==> config.mk <==
export PLATFORM = sky130hd
export DESIGN_NAME = dlps_top
export DESIGN_NICKNAME = d
export VERILOG_FILES = /design/src/hdl/dlps_pkg.sv /design/src/hdl/dlps_edge.sv /design/src/hdl/dlps_top.sv
export SDC_FILE = /design/constraint.sdc
export NUM_CORES = 1
export LEC_CHECK = 0
export BUFFER_PORTS_ARGS = -buffer_cell sky130_fd_sc_hd__buf_2
export CAP_MARGIN = 5
export CORE_ASPECT_RATIO = 0.8
export CORE_MARGIN = 5
export CORE_UTILIZATION = 53
export CTS_BUF_LIST = sky130_fd_sc_hd__clkbuf_4
export DETAILED_ROUTE_END_ITERATION = 10
export PLACE_DENSITY_LB_ADDON = 0.3
export SLEW_MARGIN = 15
export SYNTH_ARGS = -nofsm -noshare
export SYNTH_HDL_FRONTEND = slang
export SYNTH_SLANG_ARGS = --single-unit
==> constraint.sdc <==
create_clock -name clk -period 9 [get_ports clk]
set_clock_uncertainty 0.15 [all_clocks]
set_input_delay 1.35 -clock clk [delete_from_list [all_inputs] [get_ports clk]]
set_output_delay 1.35 -clock clk [all_outputs]
set_load 0.05 [all_outputs]
==> src/hdl/dlps_pkg.sv <==
// constants for the drive link port sequencer
package dlps_pkg;
    localparam int NUM_REQ = 4;
    localparam int CLK_HZ = 25_000_000;
    localparam int START_WAIT_MS = 15;
    localparam int START_WAIT_CYCLES = (CLK_HZ / 1000) * START_WAIT_MS;
    localparam logic [3:0] monitor_function_code = 4'hA;
    localparam logic [3:0] control_function_code = 4'hB;
    localparam logic [3:0] param_read_function_code = 4'hC;
    localparam logic [3:0] param_write_function_code = 4'hD;
    // register byte addresses (word aligned)
    localparam logic [7:0] ADDR_REPLY_WAIT = 8'h00;
    localparam logic [7:0] ADDR_OWNER_STEP = 8'h04;
    localparam logic [7:0] ADDR_ERR_CODE = 8'h08;
    localparam logic [7:0] ADDR_ERR_STEP = 8'h0C;
    localparam logic [7:0] ADDR_FLAGS = 8'h10;
    localparam logic [7:0] ADDR_REQ_CFG0 = 8'h20;
    localparam logic [15:0] REPLY_WAIT_RESET = 16'h0000;
    localparam logic [15:0] NO_ERROR_STEP = 16'hFFFF;
    localparam logic [15:0] ZERO_WORD = 16'h0000;
    localparam logic [15:0] ERR_CODE_TIMEOUT = 16'h0001;
    localparam int FLAG_DONE_BIT = 0;
    localparam int FLAG_BUSY_BIT = 1;
    localparam int FLAG_REQ_ERR_BIT = 2;
    localparam int FLAG_LATCH_BIT = 3;
    typedef enum logic [1:0] {DLPS_IDLE, DLPS_WAIT, DLPS_XFER} dlps_state_t;
endpackage : dlps_pkg

==> src/hdl/dlps_edge.sv <==
// per-request drive condition sampler and rising-edge arm at scan boundaries
`timescale 1ns/1ps
`default_nettype none
module dlps_edge
    import dlps_pkg::*;
(
    // clock and reset
    input wire logic clk,
    input wire logic rst,
    // scan strobe and condition
    input wire logic scan_strobe,
    input wire logic drive_cond,
    input wire logic served,
    // result
    output logic armed
);
    logic prev_reg;

    always_ff @(posedge clk or posedge rst) begin
        if (rst) begin
            prev_reg <= 1'b0;
        end else if (scan_strobe) begin
            prev_reg <= drive_cond;
        end
    end

    // an edge arms; a level that stays high re-arms after serving
    always_ff @(posedge clk or posedge rst) begin
        if (rst) begin
            armed <= 1'b0;
        end else if (scan_strobe && drive_cond && (!prev_reg || !armed)) begin
            armed <= 1'b1;
        end else if (served) begin
            armed <= 1'b0;
        end else if (!drive_cond) begin
            armed <= 1'b0;
        end
    end
endmodule : dlps_edge
`default_nettype wire

==> src/hdl/dlps_top.sv <==
// drive link port sequencer: arbitration, timing, flags and wishbone registers
`timescale 1ns/1ps
`default_nettype none
// Summary of operation
// - completion flag is high for exactly one scan after each request ends.
// - completion flag pulses too when the request ended in error.
// - port busy flag stays high while a request owns the port.
// - per-request error flag set when the request has a communication error.
// - sticky error latch set on any error, held until cleared.
// - run-mode start clears latch, error code and error step.
// - reply wait time register is read/write and bounds the reply wait.
// - step number of the port owner readable in a read-only register.
// - on an error the matching code is written to the error code register.
// - error step holds failing step, reads all ones (-1) with no error.
// - function codes: monitor, control, parameter read, parameter write.
// - transfer starts on rising edge of the request drive condition.
// - a begun transfer completes even if its condition drops.
// - a condition held high repeats the communication.
// - concurrent requests served one at a time in program order.
// - wait 15 ms after acquiring the port before the transfer.
// - a request does not start while another holds the busy flag.
// - busy flag stays low after completion until next request drives.
// - a pending request whose condition is low when port frees is skipped.
// - request error flag reflects each individual request result; error code keeps the last failing code.
module dlps_top
    import dlps_pkg::*;
#(
    // start delay in clock cycles; a bench may shorten it to keep runs brief
    parameter int WAIT_CYCLES = START_WAIT_CYCLES
)
(
    // clock and reset
    input wire logic clk,
    input wire logic rst,
    // controller run-mode entry and scan boundary
    input wire logic run_start,
    input wire logic scan_strobe,
    // drive conditions of the requests, index = program order
    input wire logic [NUM_REQ-1:0] drive_comm_request,
    // link transfer engine handshake
    output logic xfer_start,
    output logic [3:0] xfer_function,
    output logic [15:0] xfer_timeout,
    input wire logic xfer_done,
    input wire logic xfer_error,
    input wire logic [15:0] xfer_error_code,
    // status flags
    output logic completion_pulse_flag,
    output logic port_busy_flag,
    output logic request_error_flag,
    output logic error_latch_flag,
    // wishbone slave
    input wire logic wb_cyc_i,
    input wire logic wb_stb_i,
    input wire logic wb_we_i,
    input wire logic [7:0] wb_adr_i,
    input wire logic [3:0] wb_sel_i,
    input wire logic [31:0] wb_dat_i,
    output logic [31:0] wb_dat_o,
    output logic wb_ack_o
);
    dlps_state_t state_reg;
    logic [NUM_REQ-1:0] armed;
    logic [NUM_REQ-1:0] served_reg;
    logic [1:0] owner_reg;
    logic [24:0] wait_cnt_reg;
    logic [15:0] reply_wait_time_reg;
    logic [15:0] port_owner_step_reg;
    logic [15:0] comm_error_code_reg;
    logic [15:0] error_step_latch_reg;
    logic [3:0] req_func_reg [NUM_REQ];
    logic [15:0] req_step_reg [NUM_REQ];
    logic done_pend_reg;
    logic wb_req;
    logic pick_valid;
    logic [1:0] pick_idx;
    logic [1:0] cand_idx;
    logic [2:0] cfg_idx;

    genvar gi;
    generate
        for (gi = 0; gi < NUM_REQ; gi++) begin : g_req
            dlps_edge u_edge (
                .clk(clk),
                .rst(rst || run_start),
                .scan_strobe(scan_strobe),
                .drive_cond(drive_comm_request[gi]),
                .served(served_reg[gi]),
                .armed(armed[gi])
            );
        end
    endgenerate

    // program order resumes after the last owner, so a held request cannot starve the rest
    always_comb begin
        pick_valid = 1'b0;
        pick_idx = 2'd0;
        cand_idx = 2'd0;
        for (int k = NUM_REQ; k >= 1; k--) begin
            cand_idx = owner_reg + k[1:0];
            if (armed[cand_idx]) begin
                pick_valid = 1'b1;
                pick_idx = cand_idx;
            end
        end
    end

    // port ownership sequence
    always_ff @(posedge clk or posedge rst) begin
        if (rst) begin
            state_reg <= DLPS_IDLE;
            owner_reg <= 2'(NUM_REQ - 1);
            wait_cnt_reg <= '0;
            xfer_start <= 1'b0;
            served_reg <= '0;
            port_busy_flag <= 1'b0;
        end else if (run_start) begin
            state_reg <= DLPS_IDLE;
            owner_reg <= 2'(NUM_REQ - 1);
            xfer_start <= 1'b0;
            served_reg <= '0;
            port_busy_flag <= 1'b0;
        end else begin
            xfer_start <= 1'b0;
            served_reg <= '0;
            case (state_reg)
                DLPS_IDLE: begin
                    if (pick_valid) begin
                        owner_reg <= pick_idx;
                        wait_cnt_reg <= '0;
                        port_busy_flag <= 1'b1;
                        served_reg[pick_idx] <= 1'b1;
                        state_reg <= DLPS_WAIT;
                    end else begin
                        port_busy_flag <= 1'b0;
                    end
                end
                DLPS_WAIT: begin
                    if (wait_cnt_reg == 25'(WAIT_CYCLES - 1)) begin
                        xfer_start <= 1'b1;
                        state_reg <= DLPS_XFER;
                    end else begin
                        wait_cnt_reg <= wait_cnt_reg + 25'd1;
                    end
                end
                DLPS_XFER: begin
                    if (xfer_done) begin
                        port_busy_flag <= 1'b0;
                        state_reg <= DLPS_IDLE;
                    end
                end
                default: state_reg <= DLPS_IDLE;
            endcase
        end
    end

    always_ff @(posedge clk or posedge rst) begin
        if (rst) begin
            xfer_function <= 4'h0;
            xfer_timeout <= REPLY_WAIT_RESET;
            port_owner_step_reg <= ZERO_WORD;
        end else if (state_reg == DLPS_IDLE && pick_valid) begin
            xfer_function <= req_func_reg[pick_idx];
            xfer_timeout <= reply_wait_time_reg;
            port_owner_step_reg <= req_step_reg[pick_idx];
        end
    end

    // one-scan completion pulse, raised at the first scan boundary after end of transfer and dropped at the next
    always_ff @(posedge clk or posedge rst) begin
        if (rst) begin
            done_pend_reg <= 1'b0;
            completion_pulse_flag <= 1'b0;
        end else if (run_start) begin
            done_pend_reg <= 1'b0;
            completion_pulse_flag <= 1'b0;
        end else begin
            if (state_reg == DLPS_XFER && xfer_done) begin
                done_pend_reg <= 1'b1;
            end else if (scan_strobe) begin
                done_pend_reg <= 1'b0;
            end
            if (scan_strobe) begin
                completion_pulse_flag <= done_pend_reg;
            end
        end
    end

    // per-request result and sticky error history
    always_ff @(posedge clk or posedge rst) begin
        if (rst) begin
            request_error_flag <= 1'b0;
            error_latch_flag <= 1'b0;
            comm_error_code_reg <= ZERO_WORD;
            error_step_latch_reg <= NO_ERROR_STEP;
        end else if (run_start) begin
            request_error_flag <= 1'b0;
            error_latch_flag <= 1'b0;
            comm_error_code_reg <= ZERO_WORD;
            error_step_latch_reg <= NO_ERROR_STEP;
        end else if (state_reg == DLPS_XFER && xfer_done) begin
            request_error_flag <= xfer_error;
            if (xfer_error) begin
                error_latch_flag <= 1'b1;
                comm_error_code_reg <= xfer_error_code;
                error_step_latch_reg <= port_owner_step_reg;
            end
        end
    end

    assign wb_req = wb_cyc_i && wb_stb_i && !wb_ack_o;
    assign cfg_idx = wb_adr_i[4:2];

    // software writes; reply wait time and per-request configuration
    always_ff @(posedge clk or posedge rst) begin
        if (rst) begin
            reply_wait_time_reg <= REPLY_WAIT_RESET;
            for (int i = 0; i < NUM_REQ; i++) begin
                req_func_reg[i] <= monitor_function_code;
                req_step_reg[i] <= ZERO_WORD;
            end
        // writes land at the ack edge, while the master still holds the request
        end else if (wb_cyc_i && wb_stb_i && wb_we_i && wb_ack_o) begin
            if (wb_adr_i == ADDR_REPLY_WAIT) begin
                if (wb_sel_i[0]) reply_wait_time_reg[7:0] <= wb_dat_i[7:0];
                if (wb_sel_i[1]) reply_wait_time_reg[15:8] <= wb_dat_i[15:8];
            end else if (wb_adr_i[7:5] == ADDR_REQ_CFG0[7:5] && cfg_idx < 3'd4) begin
                if (wb_sel_i[0]) req_func_reg[cfg_idx[1:0]] <= wb_dat_i[3:0];
                if (wb_sel_i[2]) req_step_reg[cfg_idx[1:0]][7:0] <= wb_dat_i[23:16];
                if (wb_sel_i[3]) req_step_reg[cfg_idx[1:0]][15:8] <= wb_dat_i[31:24];
            end
        end
    end

    // reads; unmapped addresses return zero and still acknowledge
    always_ff @(posedge clk or posedge rst) begin
        if (rst) begin
            wb_ack_o <= 1'b0;
            wb_dat_o <= 32'h00000000;
        end else begin
            wb_ack_o <= wb_req;
            wb_dat_o <= 32'h00000000;
            if (wb_req && !wb_we_i) begin
                case (wb_adr_i)
                    ADDR_REPLY_WAIT: wb_dat_o <= {16'h0000, reply_wait_time_reg};
                    ADDR_OWNER_STEP: wb_dat_o <= {16'h0000, port_owner_step_reg};
                    ADDR_ERR_CODE: wb_dat_o <= {16'h0000, comm_error_code_reg};
                    ADDR_ERR_STEP: wb_dat_o <= {16'h0000, error_step_latch_reg};
                    ADDR_FLAGS: begin
                        wb_dat_o[FLAG_DONE_BIT] <= completion_pulse_flag;
                        wb_dat_o[FLAG_BUSY_BIT] <= port_busy_flag;
                        wb_dat_o[FLAG_REQ_ERR_BIT] <= request_error_flag;
                        wb_dat_o[FLAG_LATCH_BIT] <= error_latch_flag;
                    end
                    default: begin
                        if (wb_adr_i[7:5] == ADDR_REQ_CFG0[7:5] && cfg_idx < 3'd4) begin
                            wb_dat_o <= {req_step_reg[cfg_idx[1:0]], 12'h000,
                                         req_func_reg[cfg_idx[1:0]]};
                        end
                    end
                endcase
            end
        end
    end
endmodule : dlps_top
`default_nettype wire

==> impl_metrics.json <==
{
  "worstHoldPathCells": 2,
  "hpwl_mm": 18.9,
  "multi_input_area_sq_mm": 0.00478,
  "syn-instance-count": 962,
  "wire_per_inst_um": 20.1,
  "initial_core_util": 0.541,
  "io_pins": 131,
  "synth.area.top_cells": "dfrtp_1 49%, mux2_2 10%, dfstp_2 6.1%",
  "yosys_warnings": 0,
  "clk_pin_slew_ns": 0.07,
  "slew_headroom": 0.304,
  "ctsRootBufferMaster": "clkbuf_4",
  "fin_hold_ws_ns": 0.326,
  "synth_fp_nets": 1036,
  "dp.cells": 1316,
  "cts_tree": "done",
  "syn_area_sq_mm": 0.0112,
  "cts_setup_buffers": 0,
  "cts_max_path_buffers": 3,
  "cts_hold_buf": 0,
  "viasPerCell": 5.86,
  "path_max_fanout": 23,
  "n_antenna_cell": 0,
  "synthFlopType": "dfrtp_1",
  "layoutNonFillerInstCount": 1423,
  "gr-total-overflow": 0,
  "ant_nets": 0,
  "via_count": 8334,
  "tightestPinTransition_ns": 1.04,
  "post_cts_resized": 0,
  "dp_slack_ns": 5.14,
  "core_sq_mm": 0.0208,
  "synth-async-reset-ratio": 1.00,
  "arrival_ns": 3.58,
  "final_nets": 1184,
  "path_cells": "buf_2 > nor3_2 > and2_1 > and3_1 > nand2_1 > mux2_2",
  "clock_sinks": 244,
  "final.fill_count": 1699,
  "fp.dieW_um": 173,
  "dieArea_sq_mm": 0.0242,
  "crit_path_end_kind": "flop",
  "area_growth_pct": 14.1,
  "chipHeight_um": 140,
  "syn_area_per_cell_sq_um": 11.7,
  "drv_slew": 0,
  "min_period_over_period": 0.352,
  "grt_usage": 0.235,
  "finalWirelength_mm": 28.7,
  "drc": 0,
  "critPathRequiredTime_ns": 9.42,
  "synth_cell_types": 58,
  "power_density_mw_per_mm2": 186,
  "final_common_cell": "dfrtp_1",
  "port_buffers": 130,
  "ys_seq_area_frac": 0.546,
  "max_stage_delay_ns": 0.76,
  "hp-class": "reg2reg",
  "drt_iter0_drc": 646,
  "criticalPathCategory": "in2reg",
  "cts_made_buffers": 61,
  "dr.pass1.iters": 5,
  "startpoint_type": "input port",
  "gp_congestion": 0.840,
  "antenna_found_initial": 0,
  "setup_ws_ns": 5.83,
  "crit_path_top_delay_cell": "and2_1",
  "maxCapViolCount": 0,
  "tns_ns": 0,
  "h-tree-depth": 2,
  "fmax_mhz": 316,
  "rsz0062_at_grt": "no",
  "status": "finished clean",
  "grt_first_pass_wirelength_mm": 46.5,
  "ff2ff_path_depth": 6,
  "grt_pass1_vias": 8644,
  "synth-edff-count": 0,
  "yosysTopAreaCellShare": 0.486,
  "leakagePower_uw": 0.00622,
  "synth-seq-cells": 244,
  "finalSetupViolCount": 0,
  "period_minus_slack_ns": 3.17,
  "layout_common_cells": "218 x dfrtp_1, 143 x nand2_1, 130 x buf_2, 100 x mux2_2, 94 x clkbuf_4",
  "worstSkewPairLatency_ns": 0.70,
  "post-route-util": 0.617,
  "register_area_sq_mm": 0.00614,
  "grt_max_degree": 96,
  "ir_drop_uv": 106,
  "largest_register_ffs": 64,
  "rows": 47,
  "drive_gt1_frac": 0.358,
  "synth_top_area_cell": "dfrtp_1",
  "hold_viol": 0
}
==> logic make-up after synthesis <==
group	after synthesis	share of synthesized area
simple gates	328	0.146
flops	244	0.546
compound gates	165	0.101
mux	145	0.167
buf+inv	67	0.0293
xor+xnor	12	0.00936
fa+ha+maj	1	0.00111
==> worst max-delay path, delay by kind of cell <==
kind          cells  cell delay (ns)
buf+inv           1             0.13
mux               1             0.39
simple gates      4             1.71
==> per-stage QoR <==
step	cell area [sq um]	power (uW)
after floorplan	11200	1360
after global placement	12000	1450
after detailed placement	12000	1450
after CTS	12800	2400
after global routing	12800	2490
final	12800	2380
==> routing by layer <==
layer,global-route usage,share of wire
met1,0.331,0.45
met2,0.354,0.45
met3,0.0593,0.072
met4,0.0902,0.031
met5,0,0
==> synthesized netlist by cell type, types with 16 or more instances <==
library cell / number
dfrtp_1: 218
nand2_1: 143
mux2_2: 100
nor2_1: 52
a21oi_1: 46
a211oi_1: 35
clkbuf_1: 29
a22oi_1: 28
and3_1: 26
dfstp_2: 26
mux4_2: 24
a21boi_0: 21
mux2i_1: 21
nand3b_1: 17
buf_2: 16
==> report_power, final <==
| part | internal [uW] | total, uW | switching, uW |
|---|---|---|---|
| logic | 77.0 | 246 | 169 |
| clock network | 500 | 949 | 448 |
| registers | 1140 | 1190 | 48.9 |
==> layout make-up <==
class / instances / share of cell area
flip-flops and latches: 244 / 0.479
clock inverters: 13 / 0.00625
repair buffers: 140 / 0.0566
inverters: 12 / 0.00410
multi-input cells: 651 / 0.373
well taps: 269 / 0.0263
clock buffers: 94 / 0.0551
==> final timing paths <==
path	end	from	slack, ns
max in group asynchronous	comm_error_code_reg[0]$_DFFE_PP0P_	rst	6.51
max	req_step_reg[18]$_DFFE_PP0P_	wb_adr_i[4]	5.83
min in group asynchronous	error_latch_flag$_DFFE_PP0P_	rst	0.62
min	xfer_timeout[13]$_DFFE_PP0P_	xfer_timeout[13]$_DFFE_PP0P_	0.33
min reg2reg	xfer_timeout[13]$_DFFE_PP0P_	xfer_timeout[13]$_DFFE_PP0P_	0.33
max reg2reg	port_owner_step_reg[1]$_DFFE_PP0P_	g_req[0].u_edge.armed$_DFFE_PP0P_	6.16
Note: power is estimated with default switching activity, not from simulation.
